File: src/tx_driver_control_params.svh
// offsets, field positions and reset values of the transmit driver control bytes
// assumes byte-wide registers numbered as the management host addresses them
`ifndef TX_DRIVER_CONTROL_PARAMS_SVH
`define TX_DRIVER_CONTROL_PARAMS_SVH

`define TXC_ADDR_SHAPE 8'h0d
`define TXC_ADDR_CROSS 8'h0e
`define TXC_ADDR_BIAS_HIGH 8'h0f
`define TXC_ADDR_MON_SEL 8'h10
`define TXC_ADDR_BIAS_THR 8'h11
`define TXC_ADDR_POWER_THR 8'h12

`define TXC_NUM_REGS 6
`define TXC_IDX_SHAPE 0
`define TXC_IDX_CROSS 1
`define TXC_IDX_BIAS_HIGH 2
`define TXC_IDX_MON_SEL 3
`define TXC_IDX_BIAS_THR 4
`define TXC_IDX_POWER_THR 5

`define TXC_REG_RESET 8'h00
`define TXC_READ_UNMAPPED 8'h00

`define TXC_BIT_LEG 7
`define TXC_BIT_MODE 6
`define TXC_BIT_DELAY 5
`define TXC_BIT_SLOW 4
`define TXC_BIT_MON_PD 6
`define TXC_BIT_MON_BIAS 5

`define TXC_STEP_X1 2'h0
`define TXC_STEP_X2 2'h1
`define TXC_STEP_X4 2'h2

`endif

File: src/tx_driver_control_pkg.sv
// types shared by the transmit driver control bank and its register cells
// assumes the params header supplies all numeric constants
package tx_driver_control_pkg;

    typedef struct packed {
        logic leg_negative;
        logic single_ended;
        logic deemph_delayed;
        logic slow_edge;
        logic [3:0] strength;
    } shape_fields_t;

    typedef struct packed {
        logic direction;
        logic [6:0] magnitude;
    } cross_fields_t;

    typedef struct packed {
        logic rsv_7;
        logic pd_digital;
        logic bias_digital;
        logic [2:0] rsv_4_2;
        logic [1:0] bias_low;
    } monsel_fields_t;

    typedef struct packed {
        logic single_ended_leg_select;
        logic output_drive_config;
        logic deemph_delay_select;
        logic slow_edge_select;
        logic [3:0] deemph_strength;
        logic pos_leg_active;
        logic neg_leg_active;
        logic cross_point_direction;
        logic [6:0] cross_point_magnitude;
        logic [9:0] laser_bias_code;
        logic digital_pd_monitor_select;
        logic digital_bias_monitor_select;
        logic [7:0] bias_fault_threshold;
        logic [7:0] power_fault_threshold;
    } tx_drive_cfg_t;

    typedef struct packed {
        logic wr_en;
        logic rd_en;
        logic [7:0] addr;
        logic [7:0] wdata;
    } host_req_t;

    typedef struct packed {
        logic rd_valid;
        logic [7:0] rdata;
    } host_rsp_t;

    typedef struct packed {
        host_rsp_t rsp;
        logic bias_fault;
        logic power_fault;
        logic [1:0] apc_step_shift;
    } ctrl_state_t;

    typedef struct packed {
        logic [7:0] value;
    } cell_state_t;

endpackage

File: src/byte_reg_cell.sv
// one byte-wide read/write control register, every bit stored as written
// assumes the write enable is already decoded for this register
`include "tx_driver_control_params.svh"
module byte_reg_cell #(
    parameter logic [7:0] RESET_VALUE = `TXC_REG_RESET
) (
    input wire logic mclk,
    input wire logic rst,
    input wire logic wr_en,
    input wire logic [7:0] wdata,
    output logic [7:0] value
);
    tx_driver_control_pkg::cell_state_t state_q;
    tx_driver_control_pkg::cell_state_t state_d;

    always_comb begin
        state_d = state_q;
        if (wr_en) begin
            state_d.value = wdata;
        end
    end

    always_ff @(posedge mclk) begin
        if (rst) begin
            state_q <= '{value: RESET_VALUE};
        end else begin
            state_q <= state_d;
        end
    end

    assign value = state_q.value;
endmodule // byte_reg_cell

File: src/tx_driver_control_registers.sv
// transmit driver control bank: six byte registers, field decode and monitor faults
// assumes the two-wire protocol engine presents decoded byte writes and reads
// How it works
// - in single-ended drive, output-control bit 7 picks negative leg, else positive
// - output-control bit 6 high selects single-ended drive, low selects differential
// - bit 5 picks delayed de-emphasis; bits 3:0 set de-emphasis strength
// - output-control bit 4 high selects slow edges, low normal edges
// - cross-point bit 7 gives shift direction, bits 6:0 its magnitude
// - ten-bit bias code: eight high bits one register, two low from register 16
// - bias code 0..1023, photodiode range 00/01/1X doubles step each time
// - monitor-select bit 6 high uses digital photodiode monitor, low analog
// - monitor-select bit 5 high uses digital bias monitor, low analog
// - with digital bias monitor, threshold byte sets bias fault level
// - with digital photodiode monitor, threshold byte sets power fault level
`include "tx_driver_control_params.svh"
module tx_driver_control_registers #(
    parameter int NUM_REGS = `TXC_NUM_REGS
) (
    input wire logic mclk,
    input wire logic rst,
    input tx_driver_control_pkg::host_req_t host_req,
    output tx_driver_control_pkg::host_rsp_t host_rsp,
    input wire logic [1:0] photodiode_range_code,
    input wire logic [7:0] bias_monitor_code,
    input wire logic [7:0] pd_monitor_code,
    output tx_driver_control_pkg::tx_drive_cfg_t drive_cfg,
    output logic bias_fault,
    output logic power_fault,
    output logic [1:0] apc_step_shift
);
    tx_driver_control_pkg::ctrl_state_t state_q;
    tx_driver_control_pkg::ctrl_state_t state_d;
    logic [7:0] reg_val [NUM_REGS];
    logic [NUM_REGS-1:0] wr_sel;
    logic [NUM_REGS-1:0] rd_sel;
    tx_driver_control_pkg::shape_fields_t shape;
    tx_driver_control_pkg::cross_fields_t cross_pt;
    tx_driver_control_pkg::monsel_fields_t monsel;
    logic [7:0] rd_mux;

    // one-hot register select from a host address, zero when unmapped
    function automatic logic [NUM_REGS-1:0] reg_onehot(input logic [7:0] addr);
        logic [NUM_REGS-1:0] sel;
        sel = '0;
        unique case (addr)
            `TXC_ADDR_SHAPE: sel[`TXC_IDX_SHAPE] = 1'b1;
            `TXC_ADDR_CROSS: sel[`TXC_IDX_CROSS] = 1'b1;
            `TXC_ADDR_BIAS_HIGH: sel[`TXC_IDX_BIAS_HIGH] = 1'b1;
            `TXC_ADDR_MON_SEL: sel[`TXC_IDX_MON_SEL] = 1'b1;
            `TXC_ADDR_BIAS_THR: sel[`TXC_IDX_BIAS_THR] = 1'b1;
            `TXC_ADDR_POWER_THR: sel[`TXC_IDX_POWER_THR] = 1'b1;
            default: sel = '0;
        endcase
        return sel;
    endfunction

    assign wr_sel = host_req.wr_en ? reg_onehot(host_req.addr) : '0;
    assign rd_sel = reg_onehot(host_req.addr);

    genvar gi;
    generate
        for (gi = 0; gi < NUM_REGS; gi++) begin : g_cell
            byte_reg_cell #(
                .RESET_VALUE(`TXC_REG_RESET)
            ) u_cell (
                .mclk(mclk),
                .rst(rst),
                .wr_en(wr_sel[gi]),
                .wdata(host_req.wdata),
                .value(reg_val[gi])
            );
        end
    endgenerate

    assign shape = reg_val[`TXC_IDX_SHAPE];
    assign cross_pt = reg_val[`TXC_IDX_CROSS];
    assign monsel = reg_val[`TXC_IDX_MON_SEL];

    // field fan-out straight from the register flops
    always_comb begin
        drive_cfg = '0;
        drive_cfg.single_ended_leg_select = shape.leg_negative;
        drive_cfg.output_drive_config = shape.single_ended;
        drive_cfg.deemph_delay_select = shape.deemph_delayed;
        drive_cfg.deemph_strength = shape.strength;
        drive_cfg.slow_edge_select = shape.slow_edge;
        drive_cfg.pos_leg_active = !shape.single_ended || !shape.leg_negative;
        drive_cfg.neg_leg_active = !shape.single_ended || shape.leg_negative;
        drive_cfg.cross_point_direction = cross_pt.direction;
        drive_cfg.cross_point_magnitude = cross_pt.magnitude;
        drive_cfg.laser_bias_code = {reg_val[`TXC_IDX_BIAS_HIGH], monsel.bias_low};
        drive_cfg.digital_pd_monitor_select = monsel.pd_digital;
        drive_cfg.digital_bias_monitor_select = monsel.bias_digital;
        drive_cfg.bias_fault_threshold = reg_val[`TXC_IDX_BIAS_THR];
        drive_cfg.power_fault_threshold = reg_val[`TXC_IDX_POWER_THR];
    end

    // read mux sees the value before a same-cycle write
    always_comb begin
        rd_mux = `TXC_READ_UNMAPPED;
        for (int i = 0; i < NUM_REGS; i++) begin
            if (rd_sel[i]) begin
                rd_mux = reg_val[i];
            end
        end
    end

    always_comb begin
        state_d = state_q;
        state_d.rsp.rd_valid = host_req.rd_en;
        if (host_req.rd_en) begin
            state_d.rsp.rdata = rd_mux;
        end
        // faults only meaningful with the internal digital monitors
        state_d.bias_fault = monsel.bias_digital
            && (bias_monitor_code >= reg_val[`TXC_IDX_BIAS_THR]);
        state_d.power_fault = monsel.pd_digital
            && (pd_monitor_code >= reg_val[`TXC_IDX_POWER_THR]);
        // step doubles per range code; 1x is the widest
        if (photodiode_range_code[1]) begin
            state_d.apc_step_shift = `TXC_STEP_X4;
        end else if (photodiode_range_code[0]) begin
            state_d.apc_step_shift = `TXC_STEP_X2;
        end else begin
            state_d.apc_step_shift = `TXC_STEP_X1;
        end
    end

    always_ff @(posedge mclk) begin
        if (rst) begin
            state_q <= '0;
        end else begin
            state_q <= state_d;
        end
    end

    assign host_rsp = state_q.rsp;
    assign bias_fault = state_q.bias_fault;
    assign power_fault = state_q.power_fault;
    assign apc_step_shift = state_q.apc_step_shift;
endmodule // tx_driver_control_registers

File: config.mk
export PLATFORM = sky130hd
export DESIGN_NAME = tx_driver_control_registers
export DESIGN_NICKNAME = d
export VERILOG_FILES = /design/src/tx_driver_control_pkg.sv /design/src/byte_reg_cell.sv /design/src/tx_driver_control_registers.sv
export VERILOG_INCLUDE_DIRS = /design/src
export SDC_FILE = /design/constraint.sdc
export NUM_CORES = 1
export LEC_CHECK = 0
export BUFFER_PORTS_ARGS = -buffer_cell sky130_fd_sc_hd__clkbuf_2
export CAP_MARGIN = 10
export CORE_MARGIN = 5
export CORE_UTILIZATION = 45
export DETAILED_ROUTE_END_ITERATION = 16
export MAX_ROUTING_LAYER = met4
export PLACE_DENSITY_LB_ADDON = 0.12
export SYNTH_ARGS = -nofsm -noshare
export SYNTH_HDL_FRONTEND = slang
export SYNTH_HIERARCHICAL = 1
export SYNTH_SLANG_ARGS = --single-unit
export TNS_END_PERCENT = 30
File: constraint.sdc
create_clock -name mclk -period 4.7 [get_ports mclk]
set_input_delay 0.235 -clock mclk [delete_from_list [all_inputs] [get_ports mclk]]
set_output_delay 0.235 -clock mclk [all_outputs]
set_load 0.01 [all_outputs]
==> metrics.log <==
[metrics] result of the run: completed
[metrics] path class of the lowest-slack min-delay path: in2reg
[metrics] post-CTS setup-driven buffer insertion count: 0
[metrics] required time of the critical path: 4890 ps
[metrics] net count reported at finish: 488
[metrics] transition at the pin with the smallest max-transition slack: 980 ps
[metrics] largest fanout on the critical path: 13
[metrics] Total Negative Setup Slacks: 0 ps
[metrics] average cell area after synthesis: 9.03 um^2
[metrics] setup repair after global routing missed its margin: false
[metrics] Clock Tree Root: clkbuf_8
[metrics] arrival time of the worst setup path: 2580 ps
[metrics] highest-count cells in the layout ignoring fill and taps: clkbuf_2, dfxtp_1, nor2_1
[metrics] leading cell type in the layout, fill and taps excluded: clkbuf_2
[metrics] clock period minus worst slack: 2390 ps
[metrics] Max stage delay cell, worst path: or4b_4
[metrics] Critical R2R Launch: g_cell[5].u_cell/value[4]
[metrics] DRC violation total after the first TritonRoute iteration: 174
[metrics] All-Layer GR Usage: 20.7%
[metrics] post-detailed-route wirelength per cell: 16.0 um
[metrics] Min-Delay Path Depth: 2
[metrics] Unique masters post-synth: 38
[metrics] CP Launch Point: host_req[15]
[metrics] clock latency reported for the late side of the worst-skew pair: 330 ps
[metrics] portion of total power attributed to the clock network: 39.4%
[metrics] row cnt: 30
[metrics] total of max-cap violations: 0
[metrics] number of H-tree levels: 3
[metrics] Clock Path Buffers: 2
[metrics] fraction of power spent switching nets: 24.1%
[metrics] yosys synthesis warning count: 6
[metrics] end point of the worst hold path: apc_step_shift[0]
[metrics] Final HPWL DP: 6.29 mm
[metrics] final-report max-slew violation count: 0
[metrics] worst-case vdd ir drop: 0.213 mV
[metrics] clock skew: 4.89 ps
[metrics] Die Y-Extent: 93.4 um
[metrics] period utilization: 50.8%
[metrics] top-level port count: 97
[metrics] post-synthesis to final-layout area growth: 20.6%
[metrics] portion of total power attributed to sequential cells: 52.4%
[metrics] Lkg Pwr: 1.56 nW
[metrics] TritonCTS sink count: 61
[metrics] DRT Pass-1 Iters: 5
[metrics] cell internal power dissipation: 752 uW
[metrics] slowest stage delay, CP: 610 ps
[metrics] setup slack, reg-to-reg: 2960 ps
[metrics] HP Start: photodiode_range_code[1]
[metrics] placeable core region: 0.00679 mm^2
[metrics] maximum number of pins on one net before global-route repair: 60
[metrics] CP Cell Sequence: clkbuf_2, or3_4, or4b_4, nor3_1, and2_1, mux2i_1, nor2_1
[metrics] final hold vios: 0
[metrics] Starting Density: 46.1%
[metrics] total congestion overflow after global routing: 0
[metrics] Setup-failing EPs final: 0
[metrics] CP Capture Type: flop
[metrics] area taken by multi-input logic gates: 0.00170 mm^2
[metrics] Num CTS Buffers: 9
[metrics] Area contributors post-synth: dfxtp_1, mux2i_1, nor2_1, ha_1, a21oi_1
[metrics] clock tree from TritonCTS: yes
[metrics] wire length of the first global-routing pass: 13.6 mm
[metrics] vias after detailed routing: 2773
[metrics] kind of launch point of the worst setup path: primary input
[metrics] width of the die: 93.4 um
[metrics] fraction of final layout cells with drive strength greater than 1: 26.9%
[metrics] maximum achievable frequency: 0.419 GHz
[metrics] # hold bufs at CTS: 0
[metrics] antenna viol nets, final: 0
[metrics] area of the die: 0.00873 mm^2
[metrics] area of all sequential standard cells: 0.00122 mm^2
[metrics] Finished Cell Area: 0.00378 mm^2
[metrics] cell area reported after detailed placement: 0.00362 mm^2
[metrics] filler instances: 655
[metrics] PD cells: 262 mW/mm^2
[metrics] post-synthesis cell type with the largest combined area: dfxtp_1
[metrics] gpl congestion: 0.843
[metrics] Switching Power: 239 uW
[metrics] via/cell ratio: 5.19
[metrics] Syn Std Cell Area: 0.00313 mm^2
[metrics] nets in the synthesized netlist: 401
[metrics] Worst Setup Path Type: in2reg
[metrics] worst relative slew slack: 34.5%
[metrics] synthesized instance count: 347
[metrics] worst reg-to-reg path cell count: 6
[metrics] #FFs+latches synth: 61
[metrics] portion of total power attributed to combinational logic: 8.2%
[metrics] post-route DRC violation count: 0
[metrics] vias in the first global route: 2675
[metrics] diode count: 0
[metrics] fraction of post-synthesis cell area in the top cell type by area: 39.0%
[metrics] CTS clk-pin slew, worst paths: 60 ps
[metrics] post-cts gate resize count: 0
[metrics] Worst R2R End: power_fault
[metrics] Routed Wire Length: 8.57 mm
[metrics] post-synthesis sequential area ratio: 39.0%
[metrics] antenna violations before repair: 0
[metrics] IO buf count: 96
-- through the flow --
stage / setup WS (ps) / utilization, % / cells / power [mW] / hold WS, ps
2_1_floorplan: 2560 / - / 347 / 0.574 / 311
3_3_place_gp: 2110 / 53.3 / 519 / 0.611 / 416
3_5_place_dp: 2020 / 53.3 / 519 / 0.612 / 416
4_1_cts: 2360 / 55.6 / 534 / 1.00 / 56.3
5_1_grt: 2210 / 55.6 / 534 / 1.04 / 70.9
6_report: 2310 / 55.6 / 534 / 0.991 / 70.8
-- cell type report --
type                            count  share of cell area (%)
Multi-Input combinational cell    244                    45.0
Sequential cell                    61                    32.3
Timing Repair Buffer              100                    13.5
Clock buffer                       13                    3.94
Tap cell                           96                    3.18
Inverter                           18                    1.79
Clock inverter                      2                   0.265
-- power groups by stage --
stage	combinational, mW	clock, mW	sequential [mW]
floorplan	0.0425	0	0.532
global placement	0.0797	0	0.531
detailed placement	0.0807	0	0.531
CTS	0.0812	0.402	0.520
global route	0.0901	0.427	0.519
finish	0.0810	0.390	0.520
-- sequential cells by signal, summed over array words and instances (netlist names) --
| name | count |
|---|---|
| g_cell.u_cell/value | 48 |
| bias_fault | 1 |
| power_fault | 1 |
| apc_step_shift | 2 |
| host_rsp | 9 |
-- layer usage --
metal,GRT usage [%],vias up,share of wire [%]
met5,-,-,0
met4,4.64,0,1.1
met3,5.71,11,5.5
met2,32.9,89,48
met1,26.3,1288,46
li1,-,1385,-
-- cells by family after synthesis --
| kind of cell | after synthesis | share of synthesized area (%) |
|---|---|---|
| AO/OA/AOI/OAI | 66 | 13.4 |
| flip-flops | 61 | 39.0 |
| adder cells (fa/ha/maj) | 16 | 6.39 |
| AND/OR/NAND/NOR | 105 | 16.1 |
| buffers and inverters | 42 | 6.75 |
| multiplexers | 57 | 18.3 |
-- cells in the mapped netlist (all sizes together) --
master and instances:
o221ai 3, a22oi 1, a211oi 4, a2111oi 2, inv 18, o32ai 1
dfxtp 61, nor2b 9, o311ai 1, o21ai 16, nor3 2, o31ai 1
nand2b 7, ha 16, nor4b 1, nand3 2, mux2 3, o22a 1
a21oi 16, and3 5, mux2i 54, a22o 3, and2 1, a31oi 3
o22ai 7, clkbuf 10, and4b 2, buf 14, nor2 58, or3 2
or4b 1, and4 1, a21o 5, nor3b 1, o2bb2ai 2, nand2 13
-- worst max-delay path by stage --
stage                                endpoint  slack, ps  cells after the start
global placement    g_cell[3].u_cell/value[1]       2110                      7
detailed placement  g_cell[3].u_cell/value[5]       2020                      7
CTS                 g_cell[3].u_cell/value[5]       2360                      7
global route        g_cell[3].u_cell/value[3]       2210                      7
finish              g_cell[3].u_cell/value[5]       2310                      7
floorplan           g_cell[3].u_cell/value[0]       2560                      7
-- critical path: cells and delay by family --
family                 cells  cell delay (ps)
AND/OR/NAND/NOR            5             2020
multiplexers               1              250
buffers and inverters      1               80
(Power assumes the default switching activity.)
